## src/rtl/fcpd_defs.svh

```systemverilog
`ifndef FCPD_DEFS_SVH
`define FCPD_DEFS_SVH

// Opcodes; write deleted data ignores the two top option bits
`define FCPD_OP_WDD_MASK 8'h3F
`define FCPD_OP_WDD 8'h09
`define FCPD_OP_RECAL 8'h07
`define FCPD_OP_SIS 8'h08
`define FCPD_OP_SEEK 8'h0F
`define FCPD_OP_DUMP 8'h0E
`define FCPD_OP_SDS 8'h04

// Command lengths in bytes, opcode included
`define FCPD_LEN_WDD 4'h9
`define FCPD_LEN_RECAL 4'h2
`define FCPD_LEN_SEEK 4'h3
`define FCPD_LEN_SDS 4'h2
`define FCPD_LEN_ONE 4'h1

// Result lengths in bytes
`define FCPD_RES_WDD 4'h7
`define FCPD_RES_SIS 4'h2
`define FCPD_RES_DUMP 4'hA
`define FCPD_RES_ONE 4'h1

// Command byte positions
`define FCPD_B_OP 0
`define FCPD_B_SEL 1
`define FCPD_B_CYL 2
`define FCPD_B_HEAD 3
`define FCPD_B_SECT 4
`define FCPD_B_SIZE 5
`define FCPD_B_EOT 6
`define FCPD_B_GAP 7
`define FCPD_B_DTL 8
`define FCPD_CMD_DEPTH 9
`define FCPD_RES_DEPTH 10

// Status values
`define FCPD_ST0_NORMAL 5'h00
`define FCPD_ST0_SEEK_END 5'h08
`define FCPD_ST_INVALID 8'h80
`define FCPD_ST_CLEAR 8'h00

// Register dump values of the sections not built here
`define FCPD_DUMP_TIMING1 8'h00
`define FCPD_DUMP_TIMING2 8'h00
`define FCPD_DUMP_SECTORS 8'h00
`define FCPD_DUMP_LOCK 8'h00
`define FCPD_DUMP_CONFIG 8'h00
`define FCPD_DUMP_PRETRK 8'h00

// Transfer sizing
`define FCPD_SECTOR_BASE 15'h0080
`define FCPD_FIFO_DEPTH 16
`define FCPD_MAX_STEPS 8'h50

// Head stepping timing
`define FCPD_CLK_PERIOD_NS 5
`define FCPD_STEP_TIME_NS 3000000
`define FCPD_STEP_PULSE_NS 1000
// Synchronised pins lag a new drive select; the first head decision waits for them
`define FCPD_SELECT_SETTLE 32'h0000_0003
`define FCPD_STEP_CYCLES (`FCPD_STEP_TIME_NS / `FCPD_CLK_PERIOD_NS)
`define FCPD_STEP_PULSE_CYCLES ((`FCPD_STEP_PULSE_NS + `FCPD_CLK_PERIOD_NS - 1) / `FCPD_CLK_PERIOD_NS)

`endif

```

## src/rtl/fcpd_pkg.sv

```systemverilog
`include "fcpd_defs.svh"

package fcpd_pkg;

  typedef enum logic [2:0] {
    ST_CMD = 3'b000,
    ST_WRITE = 3'b001,
    ST_STEP = 3'b010,
    ST_LOAD = 3'b011,
    ST_RESULT = 3'b100
  } fcpd_state_type;

  typedef enum logic [2:0] {
    K_WDD = 3'b000,
    K_RECAL = 3'b001,
    K_SIS = 3'b010,
    K_SEEK = 3'b011,
    K_DUMP = 3'b100,
    K_SDS = 3'b101,
    K_INV = 3'b110
  } fcpd_kind_type;

  function automatic fcpd_kind_type fcpd_decode(input logic [7:0] op);
    if ((op & `FCPD_OP_WDD_MASK) == `FCPD_OP_WDD) return K_WDD;
    else if (op == `FCPD_OP_RECAL) return K_RECAL;
    else if (op == `FCPD_OP_SIS) return K_SIS;
    else if (op == `FCPD_OP_SEEK) return K_SEEK;
    else if (op == `FCPD_OP_DUMP) return K_DUMP;
    else if (op == `FCPD_OP_SDS) return K_SDS;
    else return K_INV;
  endfunction : fcpd_decode

  function automatic logic [3:0] fcpd_cmd_len(input fcpd_kind_type k);
    unique case (k)
      K_WDD: return `FCPD_LEN_WDD;
      K_RECAL: return `FCPD_LEN_RECAL;
      K_SEEK: return `FCPD_LEN_SEEK;
      K_SDS: return `FCPD_LEN_SDS;
      default: return `FCPD_LEN_ONE;
    endcase
  endfunction : fcpd_cmd_len

endpackage : fcpd_pkg

```

## src/rtl/fcpd_core.sv

```systemverilog
// What this block does
// RULE_01: Host writes nine bytes for deleted write
// RULE_02: Deleted write moves host data to drive
// RULE_03: Deleted write returns three status, then C,H,R,N
// RULE_04: Recalibrate steps to track zero, then interrupts
// RULE_05: Sense interrupt returns status and present cylinder
// RULE_06: Seek steps selected head to new cylinder
// RULE_07: Register dump returns ten internal bytes
// RULE_08: Sense drive status returns drive status byte
// RULE_09: Unknown opcode: standby, single status 80H
// RULE_10: Bytes pass one at a time through phases
`timescale 1ns/1ps
`include "fcpd_defs.svh"

module fcpd_core #(
  parameter int STEP_CYCLES = `FCPD_STEP_CYCLES
) (
  // Clock and reset
  input wire logic CLOCK,
  input wire logic RSTN,
  // Command bytes from the host
  input wire logic CMD_VALID,
  input wire logic [7:0] CMD_DATA,
  output logic CMD_READY,
  // Result bytes to the host
  output logic RES_VALID,
  output logic [7:0] RES_DATA,
  input wire logic RES_READY,
  // Sector data from the host
  input wire logic HOST_WDATA_VALID,
  input wire logic [7:0] HOST_WDATA,
  output logic HOST_WDATA_READY,
  // Sector data to the drive
  output logic DISK_WDATA_VALID,
  output logic [7:0] DISK_WDATA,
  input wire logic DISK_WDATA_READY,
  // Drive control and status pins
  output logic [1:0] DRIVE_SELECT,
  output logic HEAD_SELECT,
  output logic STEP,
  output logic STEP_DIR,
  output logic WRITE_GATE,
  input wire logic TRACK0,
  input wire logic WRITE_PROTECT,
  input wire logic DRIVE_READY,
  // Controller status
  output logic INTERRUPT,
  output logic STANDBY
);
  import fcpd_pkg::*;

  fcpd_state_type state;
  fcpd_kind_type kind, kind_now;
  logic [7:0] cmd_buf [0:`FCPD_CMD_DEPTH-1];
  logic [7:0] res_buf [0:`FCPD_RES_DEPTH-1];
  logic [7:0] present_cylinder [0:3];
  logic [3:0] cmd_cnt, res_cnt;
  logic [7:0] int_st0, step_count;
  logic [14:0] xfer_len, in_cnt, out_cnt;
  logic [31:0] step_timer;
  logic [2:0] pin_meta, pin_sync;
  logic [1:0] int_drive, drive;
  logic int_pending, standby, step_out, step_dir, head;
  logic cmd_fire, cmd_last, res_fire, step_tick, at_target, step_done;
  logic write_done, fifo_in_ready, fifo_in_valid, disk_fire;
  // Pins from the drive cross into the clock domain here
  always_ff @(posedge CLOCK or negedge RSTN) begin
    if (!RSTN) begin
      pin_meta <= '0;
      pin_sync <= '0;
    end else begin
      pin_meta <= {TRACK0, WRITE_PROTECT, DRIVE_READY};
      pin_sync <= pin_meta;
    end
  end
  assign drive = cmd_buf[`FCPD_B_SEL][1:0];
  assign head = cmd_buf[`FCPD_B_SEL][2];
  assign CMD_READY = (state == ST_CMD); // RULE_10
  assign cmd_fire = CMD_VALID && CMD_READY;
  assign kind_now = (cmd_cnt == 4'h0) ? fcpd_decode(CMD_DATA) : kind;
  assign cmd_last = cmd_fire && ((cmd_cnt + 4'h1) == fcpd_cmd_len(kind_now)); // RULE_01
  assign RES_VALID = (state == ST_RESULT); // RULE_10
  assign RES_DATA = res_buf[0];
  assign res_fire = RES_VALID && RES_READY;
  // Sector length: size code zero means the data length byte applies
  assign xfer_len = (cmd_buf[`FCPD_B_SIZE][2:0] == 3'h0) ? {7'h00, cmd_buf[`FCPD_B_DTL]} :
                    (`FCPD_SECTOR_BASE << cmd_buf[`FCPD_B_SIZE][2:0]);
  assign write_done = (state == ST_WRITE) && (out_cnt == xfer_len);
  assign fifo_in_valid = HOST_WDATA_VALID && (state == ST_WRITE) && (in_cnt != xfer_len);
  assign HOST_WDATA_READY = fifo_in_ready && (state == ST_WRITE) && (in_cnt != xfer_len); // RULE_02
  assign disk_fire = DISK_WDATA_VALID && DISK_WDATA_READY;
  assign WRITE_GATE = (state == ST_WRITE);
  assign step_tick = (state == ST_STEP) && (step_timer == 32'h0000_0000);
  assign at_target = (kind == K_RECAL) ? (pin_sync[2] || step_count == `FCPD_MAX_STEPS) :
                     (present_cylinder[drive] == cmd_buf[`FCPD_B_CYL]);
  assign step_done = step_tick && at_target;
  always_ff @(posedge CLOCK or negedge RSTN) begin
    if (!RSTN) begin
      state <= ST_CMD;
    end else begin
      unique case (state)
        ST_CMD: begin
          if (cmd_last) begin
            unique case (kind_now)
              K_WDD: state <= ST_WRITE;
              K_RECAL, K_SEEK: state <= ST_STEP;
              default: state <= ST_LOAD;
            endcase
          end
        end
        ST_WRITE: if (write_done) state <= ST_LOAD;
        ST_STEP: if (step_done) state <= ST_CMD; // RULE_04 RULE_06
        ST_LOAD: state <= ST_RESULT;
        ST_RESULT: if (res_fire && res_cnt == 4'h1) state <= ST_CMD;
      endcase
    end
  end

  always_ff @(posedge CLOCK or negedge RSTN) begin
    if (!RSTN) begin
      cmd_cnt <= '0;
      kind <= K_INV;
      for (int i = 0; i < `FCPD_CMD_DEPTH; i++) cmd_buf[i] <= '0;
    end else if (cmd_fire) begin
      cmd_buf[cmd_cnt] <= CMD_DATA;
      kind <= kind_now;
      cmd_cnt <= cmd_last ? 4'h0 : cmd_cnt + 4'h1;
    end
  end

  always_ff @(posedge CLOCK or negedge RSTN) begin
    if (!RSTN) begin
      standby <= 1'b0;
    end else if (cmd_last) begin
      standby <= (kind_now == K_INV); // RULE_09
    end
  end
  assign STANDBY = standby;
  always_ff @(posedge CLOCK or negedge RSTN) begin
    if (!RSTN) begin
      in_cnt <= '0;
      out_cnt <= '0;
    end else if (cmd_last) begin
      in_cnt <= '0;
      out_cnt <= '0;
    end else begin
      if (fifo_in_valid && fifo_in_ready) in_cnt <= in_cnt + 15'h0001;
      if (disk_fire) out_cnt <= out_cnt + 15'h0001; // RULE_02
    end
  end

  // Drain stalls propagate back to the host through the FIFO ready
  fcpd_fifo #(
    .WIDTH(8),
    .DEPTH(`FCPD_FIFO_DEPTH)
  ) u_fifo (
    .clock(CLOCK),
    .rstn(RSTN),
    .in_valid(fifo_in_valid),
    .in_data(HOST_WDATA),
    .in_ready(fifo_in_ready),
    .out_valid(DISK_WDATA_VALID),
    .out_data(DISK_WDATA),
    .out_ready(DISK_WDATA_READY)
  );
  // One step per period; on a seek the cylinder count tracks each pulse, a recalibrate zeroes it at the end
  always_ff @(posedge CLOCK or negedge RSTN) begin
    if (!RSTN) begin
      step_timer <= '0;
      step_count <= '0;
      step_out <= 1'b0;
      step_dir <= 1'b0;
      for (int i = 0; i < 4; i++) present_cylinder[i] <= '0;
    end else if (cmd_last) begin
      step_timer <= `FCPD_SELECT_SETTLE; // RULE_04
      step_count <= '0;
    end else if (step_tick) begin
      if (at_target) begin
        if (kind == K_RECAL) present_cylinder[drive] <= '0; // RULE_04
      end else begin
        step_timer <= 32'(STEP_CYCLES - 1);
        step_count <= step_count + 8'h01;
        step_out <= 1'b1;
        if (kind == K_RECAL) begin
          step_dir <= 1'b0; // RULE_04
        end else if (cmd_buf[`FCPD_B_CYL] > present_cylinder[drive]) begin
          step_dir <= 1'b1;
          present_cylinder[drive] <= present_cylinder[drive] + 8'h01; // RULE_06
        end else begin
          step_dir <= 1'b0;
          present_cylinder[drive] <= present_cylinder[drive] - 8'h01; // RULE_06
        end
      end
    end else if (state == ST_STEP) begin
      step_timer <= step_timer - 32'h0000_0001;
      if (step_timer == 32'(STEP_CYCLES - `FCPD_STEP_PULSE_CYCLES)) step_out <= 1'b0;
    end
  end
  assign STEP = step_out;
  assign STEP_DIR = step_dir;
  assign DRIVE_SELECT = drive;
  assign HEAD_SELECT = head;
  // A completion in the same cycle as a sense command still raises the flag
  always_ff @(posedge CLOCK or negedge RSTN) begin
    if (!RSTN) begin
      int_pending <= 1'b0;
      int_st0 <= '0;
      int_drive <= '0;
    end else if (step_done) begin
      int_pending <= 1'b1; // RULE_04
      int_st0 <= {`FCPD_ST0_SEEK_END, (kind == K_SEEK) && head, drive};
      int_drive <= drive;
    end else if (state == ST_LOAD && kind == K_SIS) begin
      int_pending <= 1'b0; // RULE_05
    end
  end
  assign INTERRUPT = int_pending;
  always_ff @(posedge CLOCK or negedge RSTN) begin
    if (!RSTN) begin
      res_cnt <= '0;
      for (int i = 0; i < `FCPD_RES_DEPTH; i++) res_buf[i] <= '0;
    end else if (state == ST_LOAD) begin
      for (int i = 0; i < `FCPD_RES_DEPTH; i++) res_buf[i] <= `FCPD_ST_CLEAR;
      unique case (kind)
        K_WDD: begin
          res_buf[0] <= {`FCPD_ST0_NORMAL, head, drive}; // RULE_03
          res_buf[3] <= cmd_buf[`FCPD_B_CYL];
          res_buf[4] <= cmd_buf[`FCPD_B_HEAD];
          res_buf[5] <= cmd_buf[`FCPD_B_SECT];
          res_buf[6] <= cmd_buf[`FCPD_B_SIZE];
          res_cnt <= `FCPD_RES_WDD;
        end
        K_SIS: begin
          // Without a pending event the answer is the invalid status
          res_buf[0] <= int_pending ? int_st0 : `FCPD_ST_INVALID; // RULE_05
          res_buf[1] <= present_cylinder[int_drive];
          res_cnt <= `FCPD_RES_SIS;
        end
        K_DUMP: begin
          for (int i = 0; i < 4; i++) res_buf[i] <= present_cylinder[i]; // RULE_07
          res_buf[4] <= `FCPD_DUMP_TIMING1;
          res_buf[5] <= `FCPD_DUMP_TIMING2;
          res_buf[6] <= `FCPD_DUMP_SECTORS;
          res_buf[7] <= `FCPD_DUMP_LOCK;
          res_buf[8] <= `FCPD_DUMP_CONFIG;
          res_buf[9] <= `FCPD_DUMP_PRETRK;
          res_cnt <= `FCPD_RES_DUMP;
        end
        K_SDS: begin
          res_buf[0] <= {1'b0, pin_sync[1], pin_sync[0], pin_sync[2], 1'b0, head, drive}; // RULE_08
          res_cnt <= `FCPD_RES_ONE;
        end
        default: begin
          res_buf[0] <= `FCPD_ST_INVALID; // RULE_09
          res_cnt <= `FCPD_RES_ONE;
        end
      endcase
    end else if (res_fire) begin
      for (int i = 0; i < `FCPD_RES_DEPTH - 1; i++) res_buf[i] <= res_buf[i+1]; // RULE_10
      res_cnt <= res_cnt - 4'h1;
    end
  end
endmodule : fcpd_core

```

## src/rtl/fcpd_fifo.sv

```systemverilog
`timescale 1ns/1ps

module fcpd_fifo #(
  parameter int WIDTH = 8,
  parameter int DEPTH = 16
) (
  // Clock and reset
  input wire logic clock,
  input wire logic rstn,
  // Fill side
  input wire logic in_valid,
  input wire logic [WIDTH-1:0] in_data,
  output logic in_ready,
  // Drain side
  output logic out_valid,
  output logic [WIDTH-1:0] out_data,
  input wire logic out_ready
);
  localparam int AW = $clog2(DEPTH);

  logic [WIDTH-1:0] mem [0:DEPTH-1];
  logic [AW:0] wr_ptr;
  logic [AW:0] rd_ptr;
  logic full;
  logic empty;

  // Extra pointer bit tells full from empty when the indices meet
  assign empty = (wr_ptr == rd_ptr);
  assign full = (wr_ptr[AW] != rd_ptr[AW]) && (wr_ptr[AW-1:0] == rd_ptr[AW-1:0]);
  assign in_ready = !full;
  assign out_valid = !empty;
  assign out_data = mem[rd_ptr[AW-1:0]];

  always_ff @(posedge clock) begin
    if (in_valid && !full) begin
      mem[wr_ptr[AW-1:0]] <= in_data;
    end
  end

  always_ff @(posedge clock or negedge rstn) begin
    if (!rstn) begin
      wr_ptr <= '0;
    end else if (in_valid && !full) begin
      wr_ptr <= wr_ptr + 1'b1;
    end
  end

  always_ff @(posedge clock or negedge rstn) begin
    if (!rstn) begin
      rd_ptr <= '0;
    end else if (out_ready && !empty) begin
      rd_ptr <= rd_ptr + 1'b1;
    end
  end
endmodule : fcpd_fifo

```

## config.mk

```make
export PLATFORM = sky130hd
export DESIGN_NAME = fcpd_core
export DESIGN_NICKNAME = d
export VERILOG_FILES = /design/src/rtl/fcpd_pkg.sv /design/src/rtl/fcpd_core.sv /design/src/rtl/fcpd_fifo.sv
export VERILOG_INCLUDE_DIRS = /design/src /design/src/rtl
export SDC_FILE = /design/constraint.sdc
export NUM_CORES = 1
export LEC_CHECK = 0
export BUFFER_PORTS_ARGS = -buffer_cell sky130_fd_sc_hd__buf_4
export CORE_MARGIN = 4
export CORE_UTILIZATION = 45
export CTS_CLUSTER_SIZE = 40
export DETAILED_ROUTE_END_ITERATION = 8
export GPL_TIMING_DRIVEN = 0
export HOLD_SLACK_MARGIN = 0.12
export PLACE_DENSITY_LB_ADDON = 0.05
export SYNTH_ARGS = -nofsm -noshare
export SYNTH_HDL_FRONTEND = slang
export SYNTH_SLANG_ARGS = --single-unit
```

## constraint.sdc

```tcl
create_clock -name CLOCK -period 9.25 [get_ports CLOCK]
set_input_delay 0.4625 -clock CLOCK [delete_from_list [all_inputs] [get_ports CLOCK]]
set_output_delay 0.4625 -clock CLOCK [all_outputs]
set_load 0.01 [all_outputs]
```

==> flow_summary.toml, run 1 <==
[outcome]
outcome = "completed"

[hold_path]
worstHoldPathType = "in2reg"
hold_path_depth = 1

[final_layout]
finish.net_count = 1653
drive_gt1_frac = 0.1829
final_util = 0.5249
commonest_cells_after_routing_fill_and_taps_aside = "237 x sky130_fd_sc_hd__dfrtp_1, 169 x sky130_fd_sc_hd__nand2_1, 130 x sky130_fd_sc_hd__nor2_1, 128 x sky130_fd_sc_hd__edfxtp_1, 85 x sky130_fd_sc_hd__o21ai_0"
layout_stage_area_growth_over_the_synthesis_result_pct = 14.66
layout.cells.most_common = "sky130_fd_sc_hd__dfrtp_1"
antennaDiodeCount = 0
fin_cells = 2153

[yosys]
yosys_warnings = 0
synth-main-ff-cell = "sky130_fd_sc_hd__dfrtp_1"
seq_area_frac_synth = 0.5529
dominant_combinational_cell_family_by_area_after_synthesis = "simple AND/OR/NAND/NOR gates"
synth_top_area_cells = "sky130_fd_sc_hd__dfrtp_1 33%, sky130_fd_sc_hd__edfxtp_1 22%, sky130_fd_sc_hd__mux4_2 7.1%, sky130_fd_sc_hd__nand2_1 3.6%, sky130_fd_sc_hd__mux2_2 3.0%"
post_synth_mux_area_share = 0.1132
synth_cell_types = 88
synth_simple_gate_area_frac = 0.1506
number_of_enable_flip_flop_cells_after_synthesis = 128
postSynthAreaPerCell_um2 = 11.87
syn-instance-count = 1497
synthXorXnorAreaFrac = 0.04583
ys_ff_latch = 367
syn_area_um2 = 17770
post_synthesis_adder_cell_area_fraction = 0.01830
synth_top_cell_by_area = "sky130_fd_sc_hd__dfrtp_1"
yosys.area.top_type_share = 0.3337
synth.net_count = 1548
synth-compound-area-share = 0.08898
synth-async-reset-ratio = 0.6512

[power]
power.density_cell_area_nw_per_um2 = 213.3
total_power_mw = 4.346
max-vdd-ir-drop_mv = 0.1669
power_leakage_nw = 7.974

[timing]
timing.final.setup_violations = 0
tightestPinTransition_ns = 1.025
hold-worst-slack_ns = 0.1853
min_period_ns = 4.010
finalMaxSlewViolations = 0
slew_margin_rel = 0.3113
rsz0062_at_grt = "false"
clock.fmax_mhz = 249.3
finalSetupTns_ns = 0
fin_worst_skew_ns = 0.01880
timing.final.crit_share = 0.4336
report.final.hold_viol_count = 0

[floorplanning]
floorplan.die.width_um = 206.7
placement_rows = 72
initial_cell_density_of_the_core = 0.4578
fp.dieH_um = 206.7
pin_count = 53
core_area_um2 = 38830
die_area_um2 = 42740

[run]
maxCapViolCount = 0

[clock_network]
post_cts_buffers = 0
count_of_h_tree_levels_built_during_cts = 2
cts.repair.resized = 0
cts_max_path_buffers = 3
clk_latency_ns = 0.57
clk_pin_slew_worst_paths_ns = 0.06
cts.root.buffer_cell = "sky130_fd_sc_hd__clkbuf_16"
cts-hold-fix-buffers = 4
cts.sinks = 367
cts_inserted_buffers = 42
cts_tree = "done"

[critical_path]
worst_setup_path_start_kind = "flip-flop"
critical_path.most_common_cell = "sky130_fd_sc_hd__mux4_2"
critPathMaxStageDelay_ns = 0.79
setup.worst_path.end_class = "output port"
timing.critical_path.required_ns = 8.79
crit_path_max_fanout = 10
reg2reg_depth = 12
critPathSlowestCell = "sky130_fd_sc_hd__buf_1"
critical_path.cell_chain = "clkbuf_1, buf_1, mux4_2, mux4_2, buf_4"
timing.setup.critical_path_class = "reg2out"
cp_data_arrival_time_ns = 3.55

[global_routing]
antenna_found_initial = 0
grt_use_total = 0.2144
largest_net_degree_at_the_start_of_global_routing = 108
gr-total-overflow = 0
grt_pass1_wl_mm = 70.50
first_global_vias = 11740

[detailed_routing]
firstDrtPassIters = 6
post_route_ant_nets = 0
drtIter0Drc = 846
via_per_inst = 5.618
post-route-drc-count = 0
finalWirelength_mm = 45.32
via_count = 12100
detail_route.wl_per_cell_um = 21.05

[placed_design]
gp_congestion = 0.8543
port_buffers = 51
dpl.cell_count = 2072
placed_wire_length_estimate_after_detailed_placement_mm = 31.60
## critical path, delay by kind of cell (launching register included)
kind | cells | cell delay [ns]
muxes | 2 | 1.15
buffers and inverters | 3 | 1.48
DFF | 1 | 0.34
## final timing paths
check,from,endpoint,slack [ns]
worst min register to register,pin_meta[2]$_DFF_PN0_,pin_sync[2]$_DFF_PN0_,0.35
worst min-delay path,HOST_WDATA[2],u_fifo.mem[15][2]$_DFFE_PP_,0.19
min in group asynchronous,RSTN,u_fifo.wr_ptr[3]$_DFFE_PN0P_,0.37
max in group asynchronous,RSTN,DRIVE_SELECT[1]$_DFFE_PN0P_,7.53
worst max register to register,cmd_buf[24]$_DFFE_PN0P_,u_fifo.mem[4][5]$_DFFE_PP_,5.50
worst max-delay path,u_fifo.rd_ptr[0]$_DFFE_PN0P_,DISK_WDATA[2],5.24
## through the flow
| step | area (um2) | setup WS (ns) |
|---|---|---|
| after floorplan | 17770 | 6.110 |
| after global routing | 20380 | 4.959 |
| after global placement | 18810 | 4.632 |
| after detailed placement | 18940 | 5.539 |
| final | 20380 | 5.240 |
| after CTS | 20380 | 5.090 |
## kinds of logic (layout without fill, tap and decap cells)
family | after synthesis | after routing
flops | 367 | 367
mux | 125 | 125
compound gates | 244 | 244
fa+ha+maj | 26 | 26
simple gates | 520 | 520
buf+inv | 122 | 260
xor+xnor | 93 | 93
## state kept, by name, summed over array words and instances (netlist names), 2 cells and up
name,count
pin_meta,3
res_cnt,4
pin_sync,3
in_cnt,15
RES_DATA,8
step_count,8
int_st0,3
u_fifo.rd_ptr,5
present_cylinder,32
step_timer,32
state,3
res_buf,48
u_fifo.mem,128
kind,3
cmd_cnt,4
DRIVE_SELECT,2
cmd_buf,40
u_fifo.wr_ptr,5
out_cnt,15
## cell usage after synthesis (32+ instances only)
cell / instances
sky130_fd_sc_hd__nor2_1: 130
sky130_fd_sc_hd__mux4_2: 56
sky130_fd_sc_hd__xnor2_1: 59
sky130_fd_sc_hd__mux2_2: 48
sky130_fd_sc_hd__a21oi_1: 45
sky130_fd_sc_hd__o21ai_0: 85
sky130_fd_sc_hd__nand2_1: 169
sky130_fd_sc_hd__inv_1: 32
sky130_fd_sc_hd__dfrtp_1: 237
sky130_fd_sc_hd__edfxtp_1: 128
sky130_fd_sc_hd__xor2_1: 34
sky130_fd_sc_hd__clkbuf_1: 51
## layout make-up
class,instances,area (um2)
Sequential cell,367,9827
Fill cell,3449,18450
Timing Repair Buffer,61,530.5
Clock buffer,59,1165
Buffer,90,416.7
Clock inverter,18,236.5
Tap cell,518,648.1
Inverter,32,120.1
Multi-Input combinational cell,1008,7436
## power by group
group | switching [mW] | internal [mW]
logic | 0.407 | 0.371
registers | 0.0842 | 1.80
clock network | 0.688 | 1.00
total | 1.18 | 3.17
## metal layers
| metal | share of wire | vias to the layer above | global-route usage |
|---|---|---|---|
| li1 | - | 5670 | - |
| met1 | 0.48 | 6074 | 0.3304 |
| met2 | 0.45 | 292 | 0.3231 |
| met3 | 0.051 | 59 | 0.03015 |
| met4 | 0.020 | 0 | 0.05359 |
| met5 | 0 | - | 0 |
Note: power is estimated with default switching activity, not from simulation.
==> run 2, diff against run 1 <==
Clock period 9.25 ns to 4 ns, I/O delays scaled along.
==> run 2 against run 1 <==
Sequential cell count unchanged. Cell area is 0.78% higher. Largest power group unchanged. Highest routed layer unchanged. Combinational power increased by 130%. Power increased by 130%.
==> flow_summary.toml, run 2 (synthesized netlist as in run 1, its figures left out) <==
[outcome]
outcome = "completed"

[power]
power_leakage_nw = 8.048
int_power_mw = 7.337
netSwitchingFraction = 0.2712
max-vdd-ir-drop_mv = 0.3863
share_comb_of_total_power = 0.181
power.density_cell_area_nw_per_um2 = 490.2
net-switching-power_mw = 2.731
sequential_group_share_of_total_power = 0.432
power.share.clock = 0.388

[detailed_routing]
finalWirelength_mm = 45.34
via_per_inst = 5.593
firstDrtPassIters = 6
post-route-drc-count = 0
drtIter0Drc = 880
via_count = 12120
detail_route.wl_per_cell_um = 20.92
post_route_ant_nets = 0

[final_layout]
layout.cells.most_common = "sky130_fd_sc_hd__dfrtp_1"
fillerInstances = 3437
fin_cells = 2167
drive_gt1_frac = 0.1831
commonest_cells_after_routing_fill_and_taps_aside = "237 x sky130_fd_sc_hd__dfrtp_1, 169 x sky130_fd_sc_hd__nand2_1, 130 x sky130_fd_sc_hd__nor2_1, 128 x sky130_fd_sc_hd__edfxtp_1, 85 x sky130_fd_sc_hd__o21ai_0"
largest_register_ffs = 128
sequential_cell_area_um2 = 9827
area_occupied_by_multi_input_gates_um2 = 7436
layout_stage_area_growth_over_the_synthesis_result_pct = 15.55
finish.net_count = 1667
antennaDiodeCount = 0

[floorplanning]
fp.dieH_um = 206.7
floorplan.die.width_um = 206.7
pin_count = 53
core_area_um2 = 38830
placement_rows = 72
initial_cell_density_of_the_core = 0.4578
die_area_um2 = 42740

[run]
maxCapViolCount = 0

[critical_path]
critical_path.cell_chain = "clkbuf_1, clkdlybuf4s15_1, mux4_2, mux4_2, buf_4"
cpLargestDelayFamily = "buffers and inverters"
timing.critical_path.required_ns = 3.80
timing.critical_path.buf_inv = 3
critPathSlowestCell = "sky130_fd_sc_hd__clkdlybuf4s15_1"
cp_data_arrival_time_ns = 3.55
crit-reg2reg-launch = "cmd_buf[24]$_DFFE_PN0P_"
critical_path.most_common_cell = "sky130_fd_sc_hd__mux4_2"
worst_setup_path_start_kind = "flip-flop"
setup.worst_path.end_class = "output port"
timing.setup.critical_path_class = "reg2out"
critPathMaxStageDelay_ns = 0.81
crit_path_max_fanout = 10
setup.worst_path.start = "u_fifo.rd_ptr[0]$_DFFE_PN0P_"

[placed_design]
port_buffers = 51
gp_congestion = 0.8543
placed_wire_length_estimate_after_detailed_placement_mm = 31.60
dpl.cell_count = 2072

[hold_path]
worstHoldPathType = "in2reg"
startpoint_of_the_worst_hold_path = "CMD_DATA[3]"

[timing]
timing.final.setup_violations = 0
rsz0062_at_grt = "false"
report.final.hold_viol_count = 0
hold-worst-slack_ns = 0.1584
timing.final.crit_share = 0.9377
fin_worst_skew_ns = 0.01595
clock.fmax_mhz = 266.6
slew_margin_rel = 0.3443
finalSetupTns_ns = 0
finalMaxSlewViolations = 0
tightestPinTransition_ns = 0.9761
min_period_ns = 3.751

[clock_network]
clk_latency_ns = 0.57
cts.sinks = 367
cts.root.buffer_cell = "sky130_fd_sc_hd__clkbuf_16"
clk_pin_slew_worst_paths_ns = 0.06
post_cts_buffers = 0
cts_max_path_buffers = 3
count_of_h_tree_levels_built_during_cts = 2
cts_inserted_buffers = 42
cts_tree = "done"

[global_routing]
first_global_vias = 11810
grt_pass1_wl_mm = 70.71
grt_use_total = 0.2150
antenna_found_initial = 0
largest_net_degree_at_the_start_of_global_routing = 108
gr-total-overflow = 0
## run 2: cell count changes in the layout (fill, tap and decap cells not counted)
| cell | delta |
|---|---|
| sky130_fd_sc_hd__buf_12 | +1 |
| sky130_fd_sc_hd__clkdlybuf4s15_1 | +1 |
| sky130_fd_sc_hd__buf_1 | -3 |
| sky130_fd_sc_hd__clkbuf_2 | +2 |
| sky130_fd_sc_hd__dlygate4sd3_1 | +13 |
## run 2: timing repair
item | in CTS | in global routing
resized for setup | 0 | 4
hold buffers | 18 | 0
endpoints found under the setup margin | 0 | 5
hold endpoints to repair | 289 | 0
## run 2: final timing paths
kind                                                     end  slack [ns]  cells past startpoint
worst max-delay path                           DISK_WDATA[2]        0.25                      5
worst min-delay path                  cmd_buf[3]$_DFFE_PN0P_        0.16                      3
worst max register to register    u_fifo.mem[4][5]$_DFFE_PP_        0.25                     12
worst min register to register         pin_sync[2]$_DFF_PN0_        0.34                      0
max in group asynchronous        DRIVE_SELECT[1]$_DFFE_PN0P_        2.75                      4
min in group asynchronous       u_fifo.wr_ptr[3]$_DFFE_PN0P_        0.21                      3
## run 2: final cells by class
cell class,instances,area share
buffer,90,0.02071
clock buffer,59,0.05672
clock inverter,18,0.01151
inverter,32,0.005848
multi-input combinational,1008,0.3620
sequential,367,0.4785
tap,518,0.03156
timing repair buffer,75,0.03314
## run 2: power by group through the flow
stage	logic, mW	registers, mW	clock network [mW]
floorplan	1.20	4.35	0
global placement	1.78	4.41	0
detailed placement	1.83	4.42	0
CTS	1.85	4.35	3.99
global route	2.00	4.37	4.15
finish	1.82	4.35	3.90
## run 2: per-layer routing
metal  global-route usage  wire, um  vias to the layer above
met1               0.3322     22100                     6098
met3              0.02921      2082                       58
met5                    0         0                        -
met2               0.3238     20290                      265
met4              0.05359       872                        0
li1                     -         -                     5699
## run 2: worst reg2reg max path, stage by stage, from the launching register on
cell                       delay (ns)
sky130_fd_sc_hd__dfrtp_1         0.36
sky130_fd_sc_hd__clkbuf_1        0.20
sky130_fd_sc_hd__or3_1           0.33
sky130_fd_sc_hd__buf_2           0.18
sky130_fd_sc_hd__nor2_1          0.12
sky130_fd_sc_hd__o32ai_1         0.08
sky130_fd_sc_hd__and4_1          0.22
sky130_fd_sc_hd__a31oi_2         0.56
sky130_fd_sc_hd__and2_0          0.20
sky130_fd_sc_hd__buf_2           0.20
sky130_fd_sc_hd__nand2_1         0.14
sky130_fd_sc_hd__nor3b_2         0.63
sky130_fd_sc_hd__buf_6           0.23
## run 2: through the flow
step	worst slack [ns]	utilization	area [um2]	power [mW]
after floorplan	0.8596	-	17770	5.550
after global placement	-0.6179	0.4843	18810	6.187
after detailed placement	0.2891	0.4878	18940	6.248
after CTS	0.1021	0.5287	20530	10.19
after global routing	0.02057	0.5290	20540	10.52
final	0.2490	0.5290	20540	10.07
